===== config.mk =====
export PLATFORM = sky130hd
export DESIGN_NAME = scmr_device_flat
export DESIGN_NICKNAME = d
export VERILOG_FILES = /design/src/rtl/scmr_pkg.sv /design/src/rtl/scmr_if.sv /design/src/rtl/scmr_device.sv /design/src/flat_wrapper.sv
export SDC_FILE = /design/constraint.sdc
export NUM_CORES = 1
export LEC_CHECK = 0
export BUFFER_PORTS_ARGS = -buffer_cell sky130_fd_sc_hd__buf_2
export CAP_MARGIN = 15
export CORE_MARGIN = 5
export CORE_UTILIZATION = 40
export DETAILED_ROUTE_END_ITERATION = 12
export GPL_ROUTABILITY_DRIVEN = 1
export REMOVE_ABC_BUFFERS = 1
export SETUP_SLACK_MARGIN = 0.1
export SYNTH_ARGS = -nofsm -noshare
export SYNTH_HDL_FRONTEND = slang
export SYNTH_SLANG_ARGS = --single-unit

===== constraint.sdc =====
create_clock -name i_ref_clk -period 3.6 [get_ports i_ref_clk]
set_clock_uncertainty 0.2 [all_clocks]
set_input_delay 0.36 -clock i_ref_clk [delete_from_list [all_inputs] [get_ports i_ref_clk]]
set_output_delay 0.36 -clock i_ref_clk [all_outputs]
set_load 0.01 [all_outputs]

===== src/rtl/scmr_pkg.sv =====
package scmr_pkg;
    localparam int SCMR_ADDR_W = 19;
    localparam int SCMR_PAGE_W = 2;
    localparam int SCMR_DIV = 4;
    localparam int SCMR_POR_CYCLES = 16;
    localparam logic [SCMR_ADDR_W-1:0] SCMR_ADDR_RST = 19'h00000;
endpackage


===== src/rtl/scmr_if.sv =====
`timescale 1ns/1ns
interface scmr_if;
    logic serial_bit_clock;
    logic chip_select_n;
    logic reset_oe_n;
    logic program_mode_enable_n;
    logic page_enable;
    logic [1:0] page_choice_bits;
    logic data_out;
    logic data_oe;
    logic chain_next_select_n;
    logic ready_oe;
    modport device (
        input serial_bit_clock, chip_select_n, reset_oe_n, program_mode_enable_n,
        input page_enable, page_choice_bits,
        output data_out, data_oe, chain_next_select_n, ready_oe
    );
    modport host (
        output serial_bit_clock, chip_select_n, reset_oe_n, program_mode_enable_n,
        output page_enable, page_choice_bits,
        input data_out, data_oe, chain_next_select_n, ready_oe
    );
endinterface


===== src/rtl/scmr_device.sv =====
`timescale 1ns/1ns
module scmr_device
    import scmr_pkg::*;
#(
    parameter int ADDR_W = SCMR_ADDR_W,
    parameter int POR_CYCLES = SCMR_POR_CYCLES
) (
    // clock and reset
    input wire logic i_ref_clk,
    input wire logic i_rst,
    // link
    scmr_if.device link,
    // memory read port
    output logic [ADDR_W-1:0] o_mem_addr,
    input wire logic i_mem_bit,
    // status
    output logic o_program_mode,
    output logic o_standby
);
    initial begin
        if (ADDR_W < 3 || POR_CYCLES < 1 || POR_CYCLES > 255) begin
            $error("scmr_device: bad parameters");
        end
    end
    typedef struct packed {
        logic [1:0] s_clk;
        logic [1:0] s_cs;
        logic [1:0] s_oe;
        logic [1:0] s_pm;
        logic [1:0] s_pe;
        logic [3:0] s_pg;
        logic clk_d;
        logic [7:0] por;
        logic [ADDR_W-1:0] addr;
        logic [ADDR_W-1:0] ofs;
        logic done;
        logic casc_n;
        logic data;
        logic data_oe;
        logic ready_oe;
        logic pm;
        logic stby;
    } scmr_dev_t;
    scmr_dev_t r, next_r;
    logic [ADDR_W-1:0] base, span;
    logic sel, rise;
    // range from paging inputs
    always_comb begin
        base = '0;
        span = '1;
        if (r.s_pe[1]) begin
            base = {r.s_pg[3:2], {(ADDR_W-2){1'b0}}};
            span = {2'b00, {(ADDR_W-2){1'b1}}};
        end
    end
    assign sel = !r.s_cs[1] && r.s_oe[1] && r.s_pm[1];
    assign rise = r.s_clk[1] && !r.clk_d;
    // pins pass two flops; bits 1 of each pair, and bits 3:2 of s_pg, feed logic only
    always_comb begin
        next_r = r;
        next_r.s_clk = {r.s_clk[0], link.serial_bit_clock};
        next_r.s_cs = {r.s_cs[0], link.chip_select_n};
        next_r.s_oe = {r.s_oe[0], link.reset_oe_n};
        next_r.s_pm = {r.s_pm[0], link.program_mode_enable_n};
        next_r.s_pe = {r.s_pe[0], link.page_enable};
        next_r.s_pg = {r.s_pg[1:0], link.page_choice_bits};
        next_r.clk_d = r.s_clk[1];
        if (r.por != 8'(POR_CYCLES)) next_r.por = r.por + 8'h01;
        next_r.ready_oe = (r.por != 8'(POR_CYCLES));
        next_r.pm = !r.s_pm[1];
        next_r.stby = r.s_pm[1] && r.s_cs[1];
        if (!r.s_oe[1] || r.ready_oe) begin
            next_r.ofs = '0;
            next_r.done = 1'b0;
        end else if (sel && rise && !r.done) begin
            // the rise that takes the top bit ends the range; no wrap
            if (r.ofs == span) next_r.done = 1'b1;
            else next_r.ofs = r.ofs + 1'b1;
        end
        // counter is an offset into the range, so a page change needs no reload
        next_r.addr = base | next_r.ofs;
        // cascade low at top while enabled; follows select thereafter
        next_r.casc_n = !(r.done && !r.s_cs[1] && r.s_oe[1]);
        next_r.data = i_mem_bit;
        next_r.data_oe = sel && !r.done && !r.ready_oe;
    end
    // state register
    always_ff @(posedge i_ref_clk) begin
        if (i_rst) begin
            r <= '0;
            r.s_clk <= 2'h0;
            r.s_cs <= 2'h3;
            r.s_oe <= 2'h0;
            r.s_pm <= 2'h3;
            r.addr <= ADDR_W'(SCMR_ADDR_RST);
            r.casc_n <= 1'b1;
            r.ready_oe <= 1'b1;
        end else begin
            r <= next_r;
        end
    end
    assign o_mem_addr = r.addr;
    assign o_program_mode = r.pm;
    assign o_standby = r.stby;
    assign link.data_out = r.data;
    assign link.data_oe = r.data_oe;
    assign link.chain_next_select_n = r.casc_n;
    assign link.ready_oe = r.ready_oe;
endmodule // scmr_device


===== src/flat_wrapper.sv =====
// flat-port wrapper written by rule: the top's interface ports become plain ports
module scmr_device_flat import scmr_pkg::*;
#(
    parameter int ADDR_W = SCMR_ADDR_W,
    parameter int POR_CYCLES = SCMR_POR_CYCLES
)
  (i_ref_clk, i_rst, o_mem_addr, i_mem_bit, o_program_mode, o_standby, link_serial_bit_clock, link_chip_select_n, link_reset_oe_n, link_program_mode_enable_n, link_page_enable, link_page_choice_bits, link_data_out, link_data_oe, link_chain_next_select_n, link_ready_oe);
  scmr_if link_i ();
  input wire logic i_ref_clk;
  input wire logic i_rst;
  output logic [ADDR_W-1:0] o_mem_addr;
  input wire logic i_mem_bit;
  output logic o_program_mode;
  output logic o_standby;
  input wire logic [$bits(link_i.serial_bit_clock)-1:0] link_serial_bit_clock;
  input wire logic [$bits(link_i.chip_select_n)-1:0] link_chip_select_n;
  input wire logic [$bits(link_i.reset_oe_n)-1:0] link_reset_oe_n;
  input wire logic [$bits(link_i.program_mode_enable_n)-1:0] link_program_mode_enable_n;
  input wire logic [$bits(link_i.page_enable)-1:0] link_page_enable;
  input wire logic [$bits(link_i.page_choice_bits)-1:0] link_page_choice_bits;
  output wire logic [$bits(link_i.data_out)-1:0] link_data_out;
  output wire logic [$bits(link_i.data_oe)-1:0] link_data_oe;
  output wire logic [$bits(link_i.chain_next_select_n)-1:0] link_chain_next_select_n;
  output wire logic [$bits(link_i.ready_oe)-1:0] link_ready_oe;
  assign link_i.serial_bit_clock = link_serial_bit_clock;
  assign link_i.chip_select_n = link_chip_select_n;
  assign link_i.reset_oe_n = link_reset_oe_n;
  assign link_i.program_mode_enable_n = link_program_mode_enable_n;
  assign link_i.page_enable = link_page_enable;
  assign link_i.page_choice_bits = link_page_choice_bits;
  assign link_data_out = link_i.data_out;
  assign link_data_oe = link_i.data_oe;
  assign link_chain_next_select_n = link_i.chain_next_select_n;
  assign link_ready_oe = link_i.ready_oe;
  scmr_device #(.ADDR_W(ADDR_W), .POR_CYCLES(POR_CYCLES)) u_core (.i_ref_clk(i_ref_clk), .i_rst(i_rst), .link(link_i), .o_mem_addr(o_mem_addr), .i_mem_bit(i_mem_bit), .o_program_mode(o_program_mode), .o_standby(o_standby));
endmodule

Word-level counts from Yosys, hierarchy flattened
Index checks and enable logic that the tools add are counted.
Widths: inputs -> output; s select.
- bits in registers: 68
- input port bits: 10
- output and inout port bits: 25
- logic and storage cells: 48
- add/subtract/negate cells: 2
- eq/ne operators: 2
- mux-type cells: 6
- bitwise operators: 1
- reductions and logical operators: 20
- operators by type and width (cell ; count):
    $mux 19 ; 3
    $mux 20 ; 2
    $add 19x1->19 const B ; 1
    $eq 19x19->1 ; 1
    $or 19x19->19 ; 1
    $logic_and 1x1->1 ; 10
    $add 8x1->8 const B ; 1
    $ne 8x5->1 const B ; 1
    $logic_not 1->1 ; 7
    $reduce_and 2->1 ; 1
    $reduce_or 2->1 ; 1
    $logic_or 1x1->1 ; 1
    $mux 1 ; 1

Longest topological paths before layout
Gate-level depths: netlist of the first run.
- depth in word-level cells: 8
- depth in mapped cells: 7
- depth with buffers taken out: 6

Least setup slack after synthesis of the first run
OpenSTA, ideal clock, no wires.
- path type: register to register
- start: reg u_core.r[7] in the netlist's numbering
- end: reg u_core.r[11] in the netlist's numbering
- library setup time: 0.115 ns
- arrival time: 1.712 ns
- data required time: 3.285 ns
- setup slack: 1.573 ns
- cell stages (with the launch flop): 8
- path buffers: 1
- period minus slack after synthesis: 2.027 ns
- path through: dfxtp_1 > ha_1 > inv_2 > or3_4 > o31ai_4 > buf_6 > nor3_1 > o21a_1
- word-level cells in the longest chain between the ends: 4
- elaborated cells on any way between the ends: 5
- classes of those cells: add/sub: 1; eq/ne: 1; mux: 3
- RTL lines (what ; RTL line ; source):
    start, declared ; scmr_device.sv:44 ; scmr_dev_t r, next_r;
    start signal, assigned ; scmr_device.sv:99 ; r <= next_r;
    $add 19x1->19 / $eq 19x19->1 (equally long branches) ; scmr_device.sv:78, scmr_device.sv:77 ;
    $mux 19 (*) ; scmr_device.sv:77 ; if (r.ofs == span) next_r.done = 1'b1;
    $mux 20 (*) ; scmr_device.sv:75 ; end else if (sel && rise && !r.done) begin
    $mux 20 (*) ; scmr_device.sv:72 ; if (!r.s_oe[1] || r.ready_oe) begin
Every way passes the cells marked *; elsewhere a longest branch is shown, timed or not.
A chain may end at the register's enable or synchronous reset.

Worst setup path in the final report of the first run
Same ends and word-level chain as after synthesis.

==> results of run 1 <==
==> area by class of cell <==
class	count	area, µm²
clock inverters	3	46.3
fillers	545	3060
repair buffers	34	170
well taps	72	90.1
multi-input cells	150	1000
flip-flops and latches	51	1020
inverters	3	11.3
clock buffers	5	68.8
==> power by group through the flow <==
| stage | clock [mW] | combinational (mW) | sequential, mW |
|---|---|---|---|
| finish | 0.397 | 0.0309 | 0.583 |
| global route | 0.435 | 0.0361 | 0.585 |
| CTS | 0.414 | 0.0318 | 0.583 |
| detailed placement | 0 | 0.0317 | 0.596 |
| global placement | 0 | 0.0311 | 0.596 |
| floorplan | 0 | 0.0179 | 0.595 |
==> stage by stage <==
step,area (µm²),cells
floorplan,2030,204
detailed placement,2290,310
CTS,2410,318
finish,2410,318
global placement,2290,310
global route,2410,318
==> Yosys cell counts, drive strengths merged (2+ instances only) <==
| library cell | instances | area, µm² |
|---|---|---|
| and3 | 5 | 33.8 |
| nor4 | 2 | 18.8 |
| xnor2 | 6 | 52.6 |
| o21a | 2 | 15.0 |
| and3b | 2 | 18.8 |
| nor3 | 4 | 20.0 |
| or3 | 5 | 36.3 |
| or2 | 5 | 31.3 |
| nor4b | 2 | 23.8 |
| and4 | 3 | 28.8 |
| o21ai | 7 | 35.0 |
| a21oi | 5 | 25.0 |
| nor2 | 26 | 97.6 |
| nor2b | 13 | 81.3 |
| nand4 | 3 | 25.0 |
| nand2b | 2 | 12.5 |
| mux2i | 2 | 20.0 |
| and2 | 4 | 25.0 |
| dfxtp | 51 | 1020 |
| buf | 23 | 175 |
| nand2 | 12 | 47.6 |
| o2111ai | 5 | 43.8 |
| clkbuf | 4 | 25.0 |
| xor2 | 12 | 105 |
| nor3b | 3 | 27.5 |
| nand3 | 9 | 50.1 |
| inv | 3 | 11.3 |
| o211ai | 2 | 20.0 |
| ha | 3 | 37.5 |
==> layer usage <==
layer	vias to the layer above	share of wire	track usage	wire length [µm]
li1	794	-	-	-
met1	675	0.50	0.145	1860
met2	37	0.43	0.177	1610
met3	5	0.051	0.0304	191
met4	0	0.012	0.0432	44
met5	-	0	0	0
==> sequential cells by signal (all words and copies together), names as in the netlist <==
register,count
u_core.o_standby,1
u_core.o_mem_addr,2
u_core.next_r,8
u_core.link.data_out,1
u_core.link.ready_oe,1
u_core.link.chain_next_select_n,1
u_core.r,35
u_core.link.data_oe,1
u_core.o_program_mode,1
==> cells by family (layout without fill, tap and decap cells) <==
kind of cell,count (synthesis),in the layout,synth area share
simple gates,102,102,0.268
flops,51,51,0.457
buf+inv,30,45,0.0946
compound gates,25,25,0.0845
xor+xnor,18,18,0.0705
fa+ha+maj,3,3,0.0168
mux,2,2,0.00896
==> worst paths after layout <==
| check | start | endpoint | slack (ns) | cells past startpoint |
|---|---|---|---|---|
| setup / recovery | u_core.r[7]$_SDFFE_PP0P_ | u_core.r[11]$_SDFFE_PP0P_ | 1.26 | 6 |
| hold / removal | link_chip_select_n | u_core.next_r[65]$_SDFF_PP1_ | 0.03 | 2 |
| setup reg to reg | u_core.r[7]$_SDFFE_PP0P_ | u_core.r[11]$_SDFFE_PP0P_ | 1.26 | 6 |
| hold reg to reg | u_core.next_r[65]$_SDFF_PP1_ | u_core.r[65]$_SDFF_PP1_ | 0.22 | 1 |
==> critical path, stage by stage, from the launching register on <==
cell	delay (ns)
sky130_fd_sc_hd__dfxtp_1	0.44
sky130_fd_sc_hd__ha_1	0.28
sky130_fd_sc_hd__inv_2	0.06
sky130_fd_sc_hd__or3_4	0.48
sky130_fd_sc_hd__o31ai_4	0.51
sky130_fd_sc_hd__nor3_1	0.10
sky130_fd_sc_hd__o21a_1	0.18
==> results, run 1 <==
- The worst setup path is launched from a flop.
- Counting distinct cell types in the post-synthesis netlist gives 51.
- The layout cell share with drive strength beyond 1 is 0.260.
- The synthesized area per cell is 9.67 µm².
- The worst setup path is captured at a flop.
- Once detail routing completed, the nets flagged for antenna violations numbered 0.
- The internal power of the cells totals 802 µW.
- The sum of net half-perimeters after detailed placement is 2630 µm.
- The total length of routed wires is 3710 µm.
- The CTS H-tree depth is 2.
- Along the worst path, the maximum fanout reaches 13.
- In the synthesized netlist, the number of instances is 231.
- The DRC marker count from the first detailed-route iteration is 45.
- The final number of max-transition violations is 0.
- After detailed routing, the number of remaining DRC violations is 0.
- The via count is 1511.
- The total of hold buffers inserted after clock tree synthesis is 0.
- The die is 84.7 µm wide.
- In the layout the commonest cells are sky130_fd_sc_hd__dfxtp_1, sky130_fd_sc_hd__buf_2, sky130_fd_sc_hd__nor2_1, sky130_fd_sc_hd__nor2b_1, sky130_fd_sc_hd__xor2_1.
- Setup violations remaining at the end of the flow were counted as 0.
- Compared with the post-synthesis result, the final layout area differs by 7.84%.
- The initial core utilization is 0.408.
- The first detailed-routing pass took 4 iterations.
- After floorplanning, the core was sized to cover 5470 µm².
- The mean number of vias per cell is 4.75.
- The worst setup slack after placement is 1.27 ns.
- The largest net degree at the start of global routing is 29.
- The die covers 7180 µm².
- The number of storage elements in the synthesis netlist is 51.
- The utilization after layout is 0.440.
- The post-route minimum period is 2.34 ns.
- Routability-driven placement finished with a final weighted congestion of 0.775.
- On the final layout, the worst hold slack is 0.0316 ns.
- The first global-routing pass estimated 6510 µm of wire.
- Of the total power, the clock network draws 0.393.
- During placement, the flow inserted port buffers numbering 34.
- The design draws 1.01 mW.
- The total leakage power is 0.948 nW.
- The relative max-transition margin is 0.373.
- Post-CTS repair changed the size of 0 cells.
- The sequential group share of total power is 0.577.
- The type of the worst setup path is reg2reg.
- The clock edge transition at the registers on the reported setup and hold paths is 0.09 ns.
- The run finished with clean final reports.
- Dividing total power by cell area gives a power density of 419 nW/µm².
- The final worst setup slack is 1.26 ns.
- After detailed routing, the average wire length per cell comes to 11.7 µm.
- Pin placement for this block handled 35 I/O pins.
- The CTS buffer count is 5.
- The total overflow left after global routing is 0.
- The total setup buffers inserted after CTS is 0.
- Counting along the longest clock path gives a buffer depth of 2.
- The placement row count is 27.
- Counting flops with an async set or reset pin after synthesis yields a share of 0.
- Data on the critical path is required at its endpoint by 3.60 ns.
- The synthesized design contains 0 enable-type register cells.
- The antenna cell count is 0.
- For the final routed database, the setup TNS stands at 0 ns.
- The number of nets at the end of the flow is 258.
- In the finished design, the share of the clock period the worst path needs comes to 0.650.
- The combinational share of power is 0.031.
- The top flip-flop cell by instance count after synthesis is sky130_fd_sc_hd__dfxtp_1.
- The clock sink count is 51.
- Of the total power, the share spent switching nets is 0.206.
- The clock root buffer is sky130_fd_sc_hd__clkbuf_8.
- The number of antenna violations at the first check in global routing was 0.
- The via count of the first global-routing pass is 1467.
- Setup repair after global routing left no endpoint under its margin.
- The most common cell after layout, fill and taps aside is sky130_fd_sc_hd__dfxtp_1.
- The CTS tree is built.
- Static timing analysis puts the maximum clock frequency at 427 MHz.
- The share of the Yosys chip area taken by registers is 0.457.
- For this design the total switching power over the nets is 208 µW.
- The maximum vdd ir drop is 0.000274 V.
- The worst-margin pin slew is 0.938 ns.
- The die span in y is 84.7 µm.
- STA puts the critical path data arrival time at 2.34 ns.
- The Yosys step of the flow raised 0 warnings.
- The all-layer global routing usage is 0.112.
- The tool flagged a number of max-cap violations equal to 0.
- In this run the cell area of the synthesized design comes to 2230 µm².
- In this run the worst hold path is classified as in2reg.
- The clock latency reported for the late side of the worst-skew pair is 0.30 ns.
- The hold violation total from the final report was 0.
Power figures use the tool's default switching activity.
==> run 2: changes to the inputs <==
==> constraint.sdc (replaced) <==
create_clock -name i_ref_clk -period 2 [get_ports i_ref_clk]
set_clock_uncertainty 0.2 [all_clocks]
set_input_delay 0.2 -clock i_ref_clk [delete_from_list [all_inputs] [get_ports i_ref_clk]]
set_output_delay 0.2 -clock i_ref_clk [all_outputs]
set_load 0.01 [all_outputs]
==> run 2 against run 1 <==
Compared with the run above: sequential power grew 80%; largest power group unchanged; global-route usage increased by 0.57 points; flip-flop and latch count unchanged; critical path type unchanged; clock-buffer cell count up 1; total power rose by 70%; register-to-register slack lost 1.2 ns; clock power grew 50%; core utilization grew 7.4 points; maximum frequency up 22%; sequential share of layout area decreased by 5.7 points; final cell count rose by 9.1%.
==> results, run 2 (synthesized netlist as in run 1, its figures left out) <==
- The flow ran to the end, and the final reports show no timing, DRC or antenna violations.
- For this run, the top clock speed supported by timing is 522 MHz.
- The worst register-to-register path begins at u_core.r[7]$_SDFFE_PP0P_.
- The initial core utilization is 0.408.
- For the pin with the worst max-slew slack, the measured transition is 0.434 ns.
- The arrival time reported for the critical path endpoint is 1.90 ns.
- For hold timing, the worst endpoint is u_core.o_program_mode$_SDFF_PP0_.
- The clock sink count is 51.
- The count of nets left with antenna violations once routing finished came out at 0.
- After detailed routing, the number of vias per cell comes to 4.76.
- The filler cell count in the final layout is 516.
- The largest fanout on the critical path is 6.
- The worst setup slack after placement is -0.00961 ns.
- The number of max-capacitance violations reported is 0.
- The total of buffers placed on input and output ports is 34.
- The slowest stage of the critical path is the sky130_fd_sc_hd__or3_4 cell.
- The clock root buffer is sky130_fd_sc_hd__clkbuf_8.
- TritonCTS built the clock tree.
- In this run the vertical extent of the chip is 84.7 µm.
- Setup repair after global routing could not meet its margin everywhere.
- The via count of the first global-routing pass is 1539.
- Subtracting the final worst setup slack from the clock period gives 1.92 ns.
- On the final layout, the worst hold slack is 0.142 ns.
- The required time of the critical path is 1.98 ns.
- The largest net degree at the start of global routing is 28.
- The all-layer global routing usage is 0.118.
- The number of antenna violations at the first check in global routing is 0.
- The maximum vdd ir drop is 0.000498 V.
- By startpoint and endpoint, the worst setup path is classified as reg2reg.
- The element type at the critical path end is a flop.
- The overall die width is 84.7 µm.
- The most common cell after layout, fill and taps aside is sky130_fd_sc_hd__dfxtp_1.
- The capture instance of the worst register-to-register path is u_core.r[13]$_SDFFE_PP0P_.
- The type of element launching the critical path is a flop.
- Counting flops per register, the top entry is u_core.r.
- The die outline area is 7180 µm².
- The area growth from synthesis to layout is 26.0%.
- For this run, design rule violations remaining after detail routing come to 0.
- The total instance count after detailed placement is 327.
- Adding up every negative setup slack in the final design gives 0 ns.
- For the worst flop-to-flop path, the logic depth is 7.
- The residual overflow from global routing is 0.
- The placement row count is 27.
- The worst stage delay on the critical path is 0.38 ns.
- The first-pass GRT wire length is 6940 µm.
- The finished layout holds 347 standard cells, fillers aside.
- The last weighted congestion value of the routability-driven placer is 0.767.
- The repair_antennas step left the layout with diodes totalling 0.
- The final layout contains routed wiring with a total length of 4330 µm.
- Counting the buffers created by CTS gives 5.
- The number of nets at the end of the flow is 287.
- Setup violations remaining at the end of the flow were counted as 0.
- The standard cell core area is 5470 µm².
- After layout, the worst setup slack is 0.0825 ns.
- Detailed placement ended at an HPWL of 2890 µm.
- Counting along the longest clock path gives a buffer depth of 2.
- Traced cell by cell, the critical path runs through ha_4 -> inv_2 -> or3_4 -> o31ai_4 -> clkbuf_16 -> or3_1 -> a21oi_1.
- For this block, the initial DRC count from the detailed router was 47.
- The number of iterations in the first detailed-routing pass is 4.
- The family with the most delay on the worst path is simple AND/OR/NAND/NOR gates.
- The worst hold path was traced through 3 stages.
- Dividing the final minimum period by the clock period gives 0.959.
- The final number of max-transition violations is 0.
- The hold violation total from the final report is 0.
- The analysis attributes to cell leakage a power of 1.13 nW.
- The tightest min-delay check is of the in2reg type.
- For the worst-skew pair, the clock arrives at the later sink with an insertion delay of 0.30 ns.
- The clock edge transition at the registers on the reported setup and hold paths is 0.09 ns.
- The CTS H-tree depth is 2.
- Of the cells placed in the final design, the portion with a size suffix greater than 1 is 0.396.
- Power spread over the standard cell area amounts to 611 nW/µm².
- The final route contains 1653 vias.
- During I/O placement, the number of pins put on the boundary was 35.
- Dividing the detail-routed wire length by the instance count gives 12.5 µm.
- The number of buffers and inverters on the critical path is 2.
- Headroom to the max-slew limit came out at 0.711.
- The critical hold path startpoint is i_rst.
- The library cells used most frequently in the layout, excluding fill and tap cells, are sky130_fd_sc_hd__dfxtp_1, sky130_fd_sc_hd__buf_2, sky130_fd_sc_hd__nor2_1, sky130_fd_sc_hd__buf_4, sky130_fd_sc_hd__nor2b_1.
- The number of flip-flops in the largest register is 35.
- The minimum setup slack among reg-to-reg paths is 0.08 ns.
## run 2: cell count changes in the layout (fill, tap and decap cells not counted), moves of 2 or more
| cell | change |
|---|---|
| sky130_fd_sc_hd__o2111ai_1 | -4 |
| sky130_fd_sc_hd__and4_2 | -2 |
| sky130_fd_sc_hd__o21ai_0 | -2 |
| sky130_fd_sc_hd__o21ai_2 | +2 |
| sky130_fd_sc_hd__dfxtp_1 | -10 |
| sky130_fd_sc_hd__dlygate4sd3_1 | +8 |
| sky130_fd_sc_hd__dfxtp_2 | +10 |
| sky130_fd_sc_hd__and4_4 | +2 |
| sky130_fd_sc_hd__clkinv_4 | +2 |
| sky130_fd_sc_hd__o2111ai_2 | +4 |
| sky130_fd_sc_hd__buf_12 | +2 |
| sky130_fd_sc_hd__buf_4 | +17 |
## run 2: layout make-up
type,instances,area (µm²),area share
Clock buffer,6,72.6,0.0258
Clock inverter,2,17.5,0.00622
Inverter,3,11.3,0.00400
Multi-Input combinational cell,150,1140,0.404
Sequential cell,51,1030,0.367
Tap cell,72,90.1,0.0320
Timing Repair Buffer,63,454,0.161
## run 2: worst register-to-register path, cell delays in order, from the launching register on
cell	delay, ns
sky130_fd_sc_hd__dfxtp_2	0.36
sky130_fd_sc_hd__ha_4	0.14
sky130_fd_sc_hd__inv_2	0.04
sky130_fd_sc_hd__or3_4	0.38
sky130_fd_sc_hd__o31ai_4	0.31
sky130_fd_sc_hd__clkbuf_16	0.21
sky130_fd_sc_hd__or3_1	0.09
sky130_fd_sc_hd__a21oi_1	0.05
## run 2: through the flow
| stage | utilization | cell area, µm² | power [mW] |
|---|---|---|---|
| 2_1_floorplan | - | 2030 | 1.10 |
| 3_3_place_gp | 0.445 | 2430 | 1.13 |
| 3_5_place_dp | 0.445 | 2430 | 1.13 |
| 4_1_cts | 0.487 | 2670 | 1.74 |
| 5_1_grt | 0.514 | 2820 | 1.80 |
| 6_report | 0.514 | 2820 | 1.72 |
## run 2: metal layers
metal	track usage	wire [µm]
met1	0.148	2040
met2	0.193	2040
met3	0.0314	207
met4	0.0432	46
met5	0	0
## run 2: timing repair
item	CTS	global route
setup endpoints to repair	20	25
hold buffers	8	0
endpoints found under the hold margin	8	0
buffers inserted	0	3
resized for setup	11	25
pin swaps	3	11
cloned	0	1
## run 2: power breakdown
group / switching, mW / total [mW] / internal, mW
logic: 0.0299 / 0.0739 / 0.0441
clock network: 0.344 / 0.596 / 0.252
registers: 0.0127 / 1.05 / 1.04
total: 0.387 / 1.72 / 1.33
## run 2: worst max path at each step
stage	slack, ns	depth (start not counted)	start	to
4_1_cts	0.11	6	u_core.r[59]$_SDFF_PP0_	u_core.r[10]$_SDFFE_PP0P_
3_5_place_dp	-0.01	6	u_core.r[7]$_SDFFE_PP0P_	u_core.o_mem_addr[18]$_SDFF_PP0_
5_1_grt	0.03	7	u_core.r[7]$_SDFFE_PP0P_	u_core.r[13]$_SDFFE_PP0P_
2_1_floorplan	-0.17	6	u_core.r[7]$_SDFFE_PP0P_	u_core.r[11]$_SDFFE_PP0P_
6_report	0.08	7	u_core.r[7]$_SDFFE_PP0P_	u_core.r[13]$_SDFFE_PP0P_
3_3_place_gp	0.06	7	u_core.r[7]$_SDFFE_PP0P_	u_core.r[21]$_SDFFE_PP0P_
